File: config.mk
export PLATFORM = sky130hd
export DESIGN_NAME = axstc_top
export DESIGN_NICKNAME = d
export VERILOG_FILES = /design/src/axstc_pkg.sv /design/src/axis_status_counters.sv
export SDC_FILE = /design/constraint.sdc
export NUM_CORES = 1
export LEC_CHECK = 0
export BUFFER_PORTS_ARGS = -buffer_cell sky130_fd_sc_hd__buf_2
export CAP_MARGIN = 20
export CORE_ASPECT_RATIO = 0.8
export CORE_UTILIZATION = 30
export DETAILED_ROUTE_END_ITERATION = 6
export PLACE_DENSITY = 0.5
export SYNTH_ARGS = -nofsm -noshare
export SYNTH_HDL_FRONTEND = slang
export SYNTH_SLANG_ARGS = --single-unit
File: constraint.sdc
create_clock -name sys_clk -period 9.1 [get_ports sys_clk]
set_input_delay 0.91 -clock sys_clk [delete_from_list [all_inputs] [get_ports sys_clk]]
set_output_delay 0.91 -clock sys_clk [all_outputs]
set_load 0.05 [all_outputs]
File: src/axstc_pkg.sv
// Package of constants and carriers for the four-axis status and counter register bank.
// Assumes a host register port with one-cycle strobes and read data one cycle later.
// Summary of operation
// - Each axis keeps a signed 32-bit command position, loadable and readable.
// - Each axis keeps a signed 32-bit encoder position, loadable and readable.
// - One load may select several axes; all get the value, zero clears.
// - Every per-axis read names exactly one axis, X, Y, Z or U.
// - Present velocity of the chosen axis reads unsigned, pulses per second.
// - Present acceleration of the chosen axis reads unsigned, pulses per second squared.
// - Single input query returns one of ten conditions by index 0 to 9.
// - Packed status word holds the same ten conditions from bit 0 to bit 9.
// - One flag reports that some axis has a nonzero stop cause.
// - Stop cause of an axis reads zero when nothing stopped it.
// - Simultaneous stop causes add up as distinct power-of-two weights.
// - Forward software limit sets weight 1, reverse software limit weight 2.
// - Forward hardware limit sets weight 4, reverse hardware limit weight 8.
// - Servo alarm sets 16, emergency 32, weight 64 stays zero.
// - Home together with encoder index sets weight 128.
// - Software stop sets weight 256; host must clear it before resuming.
// - External drive off command disables external-signal driving on selected axes.
`default_nettype none
package axstc_pkg;
  localparam int AXSTC_NAXES = 4;
  localparam int AXSTC_AW = 8;
  // Register byte offsets
  localparam logic [7:0] AXSTC_OFS_AXSEL = 8'h00;
  localparam logic [7:0] AXSTC_OFS_CMDPOS = 8'h04;
  localparam logic [7:0] AXSTC_OFS_ENCPOS = 8'h08;
  localparam logic [7:0] AXSTC_OFS_VEL = 8'h0C;
  localparam logic [7:0] AXSTC_OFS_ACC = 8'h10;
  localparam logic [7:0] AXSTC_OFS_INWORD = 8'h14;
  localparam logic [7:0] AXSTC_OFS_INBIT = 8'h18;
  localparam logic [7:0] AXSTC_OFS_CAUSE = 8'h1C;
  localparam logic [7:0] AXSTC_OFS_ANYERR = 8'h20;
  localparam logic [7:0] AXSTC_OFS_CLEAR = 8'h24;
  localparam logic [7:0] AXSTC_OFS_SWSTOP = 8'h28;
  localparam logic [7:0] AXSTC_OFS_EXTOFF = 8'h2C;
  localparam logic [7:0] AXSTC_OFS_EXTEN = 8'h30;
  localparam logic [7:0] AXSTC_OFS_IRQST = 8'h34;
  localparam logic [7:0] AXSTC_OFS_IRQEN = 8'h38;
  localparam logic [7:0] AXSTC_OFS_IRQCLR = 8'h3C;
  // Selection register fields: read axis index, load mask and input bit index
  localparam int AXSTC_SEL_RD_LSB = 0;
  localparam int AXSTC_SEL_MASK_LSB = 4;
  localparam int AXSTC_SEL_BIT_LSB = 8;
  // Input status bit positions
  localparam int AXSTC_IN_DRIVING = 0;
  localparam int AXSTC_IN_FWDLIM = 1;
  localparam int AXSTC_IN_REVLIM = 2;
  localparam int AXSTC_IN_EMERG = 3;
  localparam int AXSTC_IN_ALARM = 4;
  localparam int AXSTC_IN_HOME = 5;
  localparam int AXSTC_IN_NEAR = 6;
  localparam int AXSTC_IN_GEN3 = 7;
  localparam int AXSTC_IN_SETTLED = 8;
  localparam int AXSTC_IN_INDEX = 9;
  localparam int AXSTC_NIN = 10;
  // Stop cause bit positions (weight = 2**position)
  localparam int AXSTC_SC_SWFWD = 0;
  localparam int AXSTC_SC_SWREV = 1;
  localparam int AXSTC_SC_HWFWD = 2;
  localparam int AXSTC_SC_HWREV = 3;
  localparam int AXSTC_SC_ALARM = 4;
  localparam int AXSTC_SC_EMERG = 5;
  localparam int AXSTC_SC_RSVD = 6;
  localparam int AXSTC_SC_HOME = 7;
  localparam int AXSTC_SC_SWSTOP = 8;
  localparam logic [31:0] AXSTC_RST_ZERO = 32'h0000_0000;
  localparam logic [3:0] AXSTC_RST_EXTEN = 4'hF;
  typedef struct packed {
    logic [7:0] addr;
    logic [31:0] wdata;
    logic wr;
    logic rd;
  } axstc_bus_t;
  // Per-axis live inputs from the motion core, already on sys_clk
  typedef struct packed {
    logic driving;
    logic sw_fwd;
    logic sw_rev;
    logic [31:0] velocity;
    logic [31:0] accel;
    logic enc_step;
    logic enc_dir;
    logic cmd_step;
    logic cmd_dir;
  } axstc_core_t;
  // Per-axis pins, from outside the clock domain
  typedef struct packed {
    logic fwd_lim;
    logic rev_lim;
    logic emerg;
    logic alarm;
    logic home;
    logic near_origin_sensor;
    logic general_input_three;
    logic servo_settled_input;
    logic index;
  } axstc_pins_t;
endpackage : axstc_pkg
`default_nettype wire

File: src/axis_status_counters.sv
// Four-axis status, position counter and stop-cause register bank.
// Assumes count pulses and velocity/acceleration come from a motion core on sys_clk,
// and sensor pins arrive asynchronously and are synchronised here.
`timescale 1ns/1ns
`default_nettype none
module axstc_top
  import axstc_pkg::*;
(
  input wire logic sys_clk,
  input wire logic rst,
  input wire axstc_bus_t bus,
  output logic [31:0] rdata,
  input wire axstc_core_t [AXSTC_NAXES-1:0] core,
  input wire axstc_pins_t [AXSTC_NAXES-1:0] pins,
  output logic [AXSTC_NAXES-1:0] stop_req,
  output logic [AXSTC_NAXES-1:0] ext_drive_en,
  output logic irq
);
  // Axis select and masks are laid out for exactly four axes
  if (AXSTC_NAXES != 4) begin : g_bad_axes
    $error("axstc_top serves exactly four axes");
  end

  typedef struct packed {
    logic [AXSTC_NAXES-1:0][31:0] cmdpos;
    logic [AXSTC_NAXES-1:0][31:0] encpos;
    logic [AXSTC_NAXES-1:0][15:0] cause;
    logic [AXSTC_NAXES-1:0][8:0] sync1;
    logic [AXSTC_NAXES-1:0][8:0] sync2;
    logic [1:0] rd_axis;
    logic [3:0] ld_mask;
    logic [3:0] bit_idx;
    logic [3:0] exten;
    logic [AXSTC_NAXES-1:0] irq_st;
    logic [AXSTC_NAXES-1:0] irq_en;
    logic [31:0] rdata;
  } axstc_state_t;

  axstc_state_t st_ff;
  axstc_state_t nxt_st;
  // Unpacked so that each generate branch owns its own element
  logic [15:0] in_word [AXSTC_NAXES];
  logic [15:0] cause_now [AXSTC_NAXES];
  logic [AXSTC_NAXES-1:0] cause_set_ev;

  // Input word and live stop conditions per axis from synchronised pins and core inputs
  genvar g;
  generate
    for (g = 0; g < AXSTC_NAXES; g++) begin : g_axis
      logic [8:0] p;
      assign p = st_ff.sync2[g];
      always_comb begin
        in_word[g] = 16'h0000;
        in_word[g][AXSTC_IN_DRIVING] = core[g].driving;
        in_word[g][AXSTC_IN_FWDLIM] = p[8];
        in_word[g][AXSTC_IN_REVLIM] = p[7];
        in_word[g][AXSTC_IN_EMERG] = p[6];
        in_word[g][AXSTC_IN_ALARM] = p[5];
        in_word[g][AXSTC_IN_HOME] = p[4];
        in_word[g][AXSTC_IN_NEAR] = p[3];
        in_word[g][AXSTC_IN_GEN3] = p[2];
        in_word[g][AXSTC_IN_SETTLED] = p[1];
        in_word[g][AXSTC_IN_INDEX] = p[0];
        cause_now[g] = 16'h0000;
        cause_now[g][AXSTC_SC_SWFWD] = core[g].sw_fwd;
        cause_now[g][AXSTC_SC_SWREV] = core[g].sw_rev;
        cause_now[g][AXSTC_SC_HWFWD] = p[8];
        cause_now[g][AXSTC_SC_HWREV] = p[7];
        cause_now[g][AXSTC_SC_ALARM] = p[5];
        cause_now[g][AXSTC_SC_EMERG] = p[6];
        cause_now[g][AXSTC_SC_HOME] = p[4] & p[0];
      end
    end
  endgenerate

  always_comb begin
    nxt_st = st_ff;
    cause_set_ev = '0;
    nxt_st.rdata = AXSTC_RST_ZERO;
    for (int a = 0; a < AXSTC_NAXES; a++) begin
      nxt_st.sync1[a] = {pins[a].fwd_lim, pins[a].rev_lim, pins[a].emerg, pins[a].alarm,
                         pins[a].home, pins[a].near_origin_sensor, pins[a].general_input_three,
                         pins[a].servo_settled_input, pins[a].index};
      nxt_st.sync2[a] = st_ff.sync1[a];
      // Counters follow motion pulses; a host load in the same cycle wins
      if (core[a].cmd_step) begin
        nxt_st.cmdpos[a] = core[a].cmd_dir ? st_ff.cmdpos[a] - 32'h1 : st_ff.cmdpos[a] + 32'h1;
      end
      if (core[a].enc_step) begin
        nxt_st.encpos[a] = core[a].enc_dir ? st_ff.encpos[a] - 32'h1 : st_ff.encpos[a] + 32'h1;
      end
      if (bus.wr && bus.addr == AXSTC_OFS_CMDPOS && st_ff.ld_mask[a]) begin
        nxt_st.cmdpos[a] = bus.wdata;
      end
      if (bus.wr && bus.addr == AXSTC_OFS_ENCPOS && st_ff.ld_mask[a]) begin
        nxt_st.encpos[a] = bus.wdata;
      end
      // Clear first, then set, so a cause arriving during the clear survives
      if (bus.wr && bus.addr == AXSTC_OFS_CLEAR && bus.wdata[a]) begin
        nxt_st.cause[a] = 16'h0000;
      end
      if (bus.wr && bus.addr == AXSTC_OFS_SWSTOP && bus.wdata[a]) begin
        nxt_st.cause[a][AXSTC_SC_SWSTOP] = 1'b1;
      end
      nxt_st.cause[a] = nxt_st.cause[a] | cause_now[a];
      nxt_st.cause[a][AXSTC_SC_RSVD] = 1'h0;
      cause_set_ev[a] = |(nxt_st.cause[a] & ~st_ff.cause[a]);
      if (bus.wr && bus.addr == AXSTC_OFS_IRQCLR && bus.wdata[a]) begin
        nxt_st.irq_st[a] = 1'b0;
      end
      if (cause_set_ev[a]) begin
        nxt_st.irq_st[a] = 1'b1;
      end
      if (bus.wr && bus.addr == AXSTC_OFS_EXTOFF && bus.wdata[a]) begin
        nxt_st.exten[a] = 1'b0;
      end
    end
    if (bus.wr) begin
      unique case (bus.addr)
        AXSTC_OFS_AXSEL: begin
          nxt_st.rd_axis = bus.wdata[AXSTC_SEL_RD_LSB +: 2];
          nxt_st.ld_mask = bus.wdata[AXSTC_SEL_MASK_LSB +: 4];
          nxt_st.bit_idx = bus.wdata[AXSTC_SEL_BIT_LSB +: 4];
        end
        AXSTC_OFS_EXTEN: nxt_st.exten = bus.wdata[3:0];
        AXSTC_OFS_IRQEN: nxt_st.irq_en = bus.wdata[3:0];
        default: ;
      endcase
    end
    if (bus.rd) begin
      unique case (bus.addr)
        AXSTC_OFS_AXSEL: begin
          nxt_st.rdata = {20'h00000, st_ff.bit_idx, st_ff.ld_mask, 2'h0, st_ff.rd_axis};
        end
        AXSTC_OFS_CMDPOS: nxt_st.rdata = st_ff.cmdpos[st_ff.rd_axis];
        AXSTC_OFS_ENCPOS: nxt_st.rdata = st_ff.encpos[st_ff.rd_axis];
        AXSTC_OFS_VEL: nxt_st.rdata = core[st_ff.rd_axis].velocity;
        AXSTC_OFS_ACC: nxt_st.rdata = core[st_ff.rd_axis].accel;
        AXSTC_OFS_INWORD: nxt_st.rdata = {16'h0000, in_word[st_ff.rd_axis]};
        AXSTC_OFS_INBIT: begin
          // Indexes above 9 read off
          if (st_ff.bit_idx < 4'(AXSTC_NIN)) begin
            nxt_st.rdata = {31'h0, in_word[st_ff.rd_axis][st_ff.bit_idx]};
          end
        end
        AXSTC_OFS_CAUSE: nxt_st.rdata = {16'h0000, st_ff.cause[st_ff.rd_axis]};
        AXSTC_OFS_ANYERR: begin
          nxt_st.rdata = {31'h0, |{st_ff.cause[0], st_ff.cause[1],
                                   st_ff.cause[2], st_ff.cause[3]}};
        end
        AXSTC_OFS_EXTEN: nxt_st.rdata = {28'h0, st_ff.exten};
        AXSTC_OFS_IRQST: nxt_st.rdata = {28'h0, st_ff.irq_st};
        AXSTC_OFS_IRQEN: nxt_st.rdata = {28'h0, st_ff.irq_en};
        default: nxt_st.rdata = AXSTC_RST_ZERO;
      endcase
    end
  end

  always_ff @(posedge sys_clk) begin
    if (rst) begin
      st_ff <= '0;
      st_ff.exten <= AXSTC_RST_EXTEN;
    end else begin
      st_ff <= nxt_st;
    end
  end

  assign rdata = st_ff.rdata;
  // Motion core must hold the axis stopped while a software stop is latched
  always_comb begin
    for (int a = 0; a < AXSTC_NAXES; a++) begin
      stop_req[a] = st_ff.cause[a][AXSTC_SC_SWSTOP];
    end
  end
  assign ext_drive_en = st_ff.exten;
  assign irq = |(st_ff.irq_st & st_ff.irq_en);
endmodule // axstc_top
`default_nettype wire

==> run metrics, run 1 <==
final total power=0.00719 W; Primary FF master, synth=dfxtp_1; GRT Total Usage=0.219; Peak supply drop=0.000163 V; Crit-path slowest cell=buf_2; Port Buffers=slightly above 400; Required @ worst endpoint=9.62 ns; #FFs+latches synth=442; WS Path Type=input port to flip-flop; Worst Tran Pin Value=1.07 ns; fin crit period=roughly 4 ns; register area=8860 um2; clock latency on the worst-skew pair=around 0.65 ns; final WL=130000 um; NumNets Final=4706; Resize count post-CTS=0; Worst-path clk slew=0.06 ns; die width=377 um; Ports=405; Hold Buf Count CTS=0; TritonCTS Buffers=54; share of cells above drive strength 1=0.174; Fin. Hold Viols=0; EDFF count, synth=0; row cnt=109; initial antenna violation count=11; Detail Route Antenna Nets=0; WL per Instance=23.1 um; FF-to-FF setup slack=5.49 ns; Yosys cell types=90; CTS Root Cell=clkbuf_16; Setup crit start kind=input port; vias per cell=5.57; Detail Placement HPWL=99200 um; yosys warns=0; area occupied by multi-input gates=23400 um2; R2R Path End=rdata[29]$_SDFF_PP0_; TritonRoute pass-1 iters=7; Final Slew Violations=0; critical path's top delay family=compound AO/OA/AOI/OAI gates; clk_skew=roughly 0.053 ns; Fmax=0.251 GHz; Crit. End Element=flip-flop; slew margin rel.=0.286; status=completed; first-pass GRT wire length=approximately 190000 um; Synth Instances=3889; Clock Tree Buf Depth=3; count of final setup violators=0; initial DRC count=3039; final instance area=38600 um2; critical path arrival=4.50 ns; Setup TNS Final=0 ns; Clock Sinks=442; # DRC=0; MaxCap Viol Count=0; mapped cell area=33800 um2; post-synthesis sequential area ratio=0.262; CTS tree=yes; Post-CTS Setup Bufs=0; CP max FO=32; most frequent cells in the layout=440 x dfxtp_1, 403 x buf_2, 387 x nor2_1, 350 x a21oi_1, 240 x ha_1; CP Cell Sequence=buf_2 -> ha_1 -> a21o_1 -> a221oi_2 -> a211oi_2 -> o2111ai_1 -> nand4_1 -> a21oi_1 -> o21a_1 -> o31ai_1 -> xnor2_1 -> a2111oi_0; Core Area=~110000 um2; WHS Path Cells=1; Pwr Density=186 nW/um2; Hold WC Path Type=flip-flop to flip-flop; slowest stage delay, CP=0.59 ns; Worst Hold Launch=nxt_st[73]$_SDFF_PP0_; via count=31383; remaining global-route overflow=0; Syn Nets=4501; Post-Syn Area per Cell=8.68 um2; CTS H-tree lvls=2; # fillers=between 10000 and 15000; Reg2Reg Launch Point=st_ff[52]$_SDFFE_PP0P_; Die Height=302 um; most common cell after layout, fill and taps aside=dfxtp_1; r2r worst-path depth=5; Final Cycle Share=0.437; Final Util=0.348; Post-synth ARST share=0; Hold EP=g_axis[2].p[1]$_SDFF_PP0_; Static Leak=16.0 nW; pin count of the biggest net entering global routing=roughly 190; starting density of the core=0.304; die area=114000 um2; crit path buf inv count=1; RSZ-0062 raised after global routing=false; Crit path depth=12; Routability Congestion=0.924; vias in the first global route=28710; Area Growth Syn to Fin=14.3%; DP Area=approximately 37000 um2
-- state kept, by name, indices dropped and copies added, names as in the netlist --
name and cells:
st_ff 330, ext_drive_en 4, rdata 32, stop_req 4, g_axis.p 36, nxt_st 36
-- worst register-to-register path, delay by kind of cell (launching register included) --
kind | cells | cell delay [ns]
compound gates | 2 | 0.66
buf+inv | 2 | 1.43
flops | 1 | 0.72
mux | 1 | 0.66
-- cell families (layout without fill, tap and decap cells) --
family,Yosys count,in the layout,synth area share
AOI/OAI and AO/OA,1239,1239,0.245
xor gates and xnor gates,216,216,0.0560
adders and majority gates,248,248,0.0937
buffers and inverters,367,614,0.0464
DFF,442,442,0.262
muxes,294,294,0.144
other,0,2,0
and+or+nand+nor,1083,1083,0.153
-- cell type report --
class | count | share of cell area
Inverter | 81 | 0.00788
Clock buffer | 76 | 0.0403
Clock inverter | 22 | 0.00717
Tap cell | 1498 | 0.0486
Timing Repair Buffer | 435 | 0.0597
Antenna cell | 2 | 0.000130
Multi-Input combinational cell | 3080 | 0.607
Sequential cell | 442 | 0.230
-- Yosys cell counts, drive strengths merged (93+ instances only) --
cell,number,share of area
a211oi,227,0.051
clkbuf,203,0.023
ha,240,0.089
nor2b,101,0.019
nand2,228,0.025
xnor2,123,0.032
mux4,152,0.10
a21oi,350,0.052
a21o,132,0.029
nor2,391,0.043
o21ai,136,0.020
dfxtp,442,0.26
xor2,93,0.024
mux2i,139,0.041
-- how the worst max path moves through the flow --
stage                   start                      end  slack, ns
floorplan           core[215]  st_ff[316]$_SDFFE_PP0P_       5.57
global placement    core[215]  st_ff[315]$_SDFFE_PP0P_       4.51
detailed placement  core[215]  st_ff[316]$_SDFFE_PP0P_       4.49
CTS                 core[215]  st_ff[316]$_SDFFE_PP0P_       5.16
global route        core[215]  st_ff[316]$_SDFFE_PP0P_       4.86
finish              core[215]  st_ff[316]$_SDFFE_PP0P_       5.12
-- routing by layer --
layer  share of wire  wire length (um)  vias up  GRT usage
met3           0.077             10000      134     0.0414
met5         0.00042                55        -          0
met4           0.019              2530        8     0.0455
met1            0.49             64000    15180      0.334
met2            0.41             53600     1024      0.315
li1                -                 -    15037          -
-- per-stage QoR --
stage | worst slack, ns | hold slack (ns) | instances
floorplan | 5.57 | 0.414 | 3889
global placement | 4.51 | 0.419 | 5536
detailed placement | 4.49 | 0.420 | 5536
CTS | 5.16 | 0.435 | 5634
global route | 4.86 | 0.458 | 5635
finish | 5.12 | 0.432 | 5636
-- power by group --
| part | total (W) | switching, W | internal (W) |
|---|---|---|---|
| Sequential | 0.00242 | 0.000273 | 0.00215 |
| Combinational | 0.00250 | 0.00138 | 0.00112 |
| Clock | 0.00226 | 0.000951 | 0.00131 |
| Total | 0.00719 | 0.00261 | 0.00458 |
No activity file was read; power rests on OpenSTA's default activity.
==> inputs of run 2 (changes only) <==
Clock period 9.1 ns to 3.7 ns, I/O delays scaled along.
==> run metrics, run 2 (synthesized netlist as in run 1, its figures left out) <==
Port Buffers=about 400; final total power=around 0.018 W; clock latency on the worst-skew pair=0.66 ns; combinational group share of total power=0.352; Worst-path clk slew=roughly 0.060 ns; Routability Congestion=~0.93; Setup TNS Final=0 ns; vias per cell=5.55; starting density of the core=0.304; vias in the first global route=29835; WL per Instance=about 23 um; Pwr Density=455 nW/um2; Setup crit start kind=flip-flop; Fmax=approximately 0.3 GHz; P_sw=0.00648 W; die width=377 um; most common cell after layout, fill and taps aside=dfxtp_1; Hold WC Path Type=input port to flip-flop; RSZ-0062 raised after global routing=false; row cnt=109; GRT Total Usage=0.227; share of cells above drive strength 1=0.189; critical path arrival=3.91 ns; first-pass GRT wire length=195000 um; CTS Root Cell=clkbuf_16; Seq pwr share=0.328; Crit. End Element=flip-flop; Final Cycle Share=0.904; count of final setup violators=0; Peak supply drop=0.000358 V; pin count of the biggest net entering global routing=around 210; initial DRC count=around 2700; die area=114000 um2; Area Growth Syn to Fin=18.0%; Worst Tran Pin Value=1.08 ns; Ports=roughly 410; Detail Placement HPWL=105000 um; WS Path Type=flip-flop to flip-flop; Die Height=roughly 300 um; Clock Sinks=442; slew margin rel.=0.282; CP max FO=4; switching part of the total=0.357; TritonCTS Buffers=56; Detail Route Antenna Nets=0; most frequent cells in the layout=440 x dfxtp_1, 403 x buf_2, 387 x nor2_1, 350 x a21oi_1, 240 x ha_1; max reg flops=330; final WL=around 130000 um; Core Area=111000 um2; MaxCap Viol Count=0; via count=32059; clk_skew=between 0.03 and 0.04 ns; Required @ worst endpoint=between 4 and 5 ns; Clock Tree Buf Depth=3; clock share of power=0.320; fin crit period=~3.3 ns; NumNets Final=4843; remaining global-route overflow=0; Int Power=between 0.01 and 0.015 W; initial antenna violation count=10; Resize count post-CTS=0; TritonRoute pass-1 iters=6; Largest Register=st_ff; status=completed; CTS H-tree lvls=2; # DRC=0; CTS tree=yes; Static Leak=~17 nW; Final Slew Violations=0; Fin. Hold Viols=0
## run 2: path summary, 6_finish.rpt
kind	end	cells past startpoint	slack (ns)	start
setup / recovery	st_ff[410]$_SDFFE_PP0P_	11	0.36	st_ff[382]$_SDFFE_PP0P_
hold / removal	st_ff[429]$_SDFFE_PP0P_	2	0.09	rst
setup reg to reg	st_ff[410]$_SDFFE_PP0P_	11	0.36	st_ff[382]$_SDFFE_PP0P_
hold reg to reg	g_axis[2].p[7]$_SDFF_PP0_	1	0.43	nxt_st[79]$_SDFF_PP0_
## run 2: final cells by class
cell class	count	area [um2]
Clock buffer	84	1630
Multi-Input combinational cell	3080	23400
Fill cell	11504	71200
Tap cell	1498	1870
Antenna cell	3	7.51
Timing Repair Buffer	570	3490
Clock inverter	19	280
Inverter	81	304
Sequential cell	442	8860
## run 2: power by group through the flow
stage	clock [W]	combinational [W]	sequential (W)
global placement	0	0.00623	0.00600
CTS	0.00594	0.00631	0.00590
finish	0.00581	0.00637	0.00594
detailed placement	0	0.00623	0.00601
floorplan	0	0.00467	0.00567
global route	0.00611	0.00703	0.00598
## run 2: through the flow
step	util	cells	area [um2]	hold slack [ns]	setup slack (ns)
6_report	0.359	5777	39900	0.0900	0.357
5_1_grt	0.359	5776	39800	0.0789	0.0335
4_1_cts	0.359	5774	39800	0.0455	0.360
3_5_place_dp	0.338	5627	37500	0.423	0.143
3_3_place_gp	0.338	5627	37500	0.418	0.106
2_1_floorplan	-	3889	33800	0.414	0.711
## run 2: worst max-delay path: stages, from the launching register on
cell and delay (ns):
dfxtp_1 0.38, fa_1 0.47, a211oi_1 0.26, nor2_1 0.12, o22ai_1 0.21, a211oi_1 0.16
o41ai_2 0.56, o21ai_1 0.25, a311oi_1 0.38, xnor2_1 0.16, mux2i_1 0.09, a211oi_1 0.24
## run 2: repair_timing
| action | in CTS | in global routing |
|---|---|---|
| hold buffers | 44 | 0 |
| endpoints found under the hold margin | 44 | 0 |
| setup buffers | 0 | 0 |
## run 2: layer usage
layer  up-vias  part of all wire  routed length (um)  GRT usage
li1      15324                 -                   -          -
met1     15408              0.46               62200      0.330
met2      1155              0.42               56200      0.331
met3       164             0.092               12300     0.0520
met4         8             0.026                3480     0.0628
met5         -           0.00031                  42          0
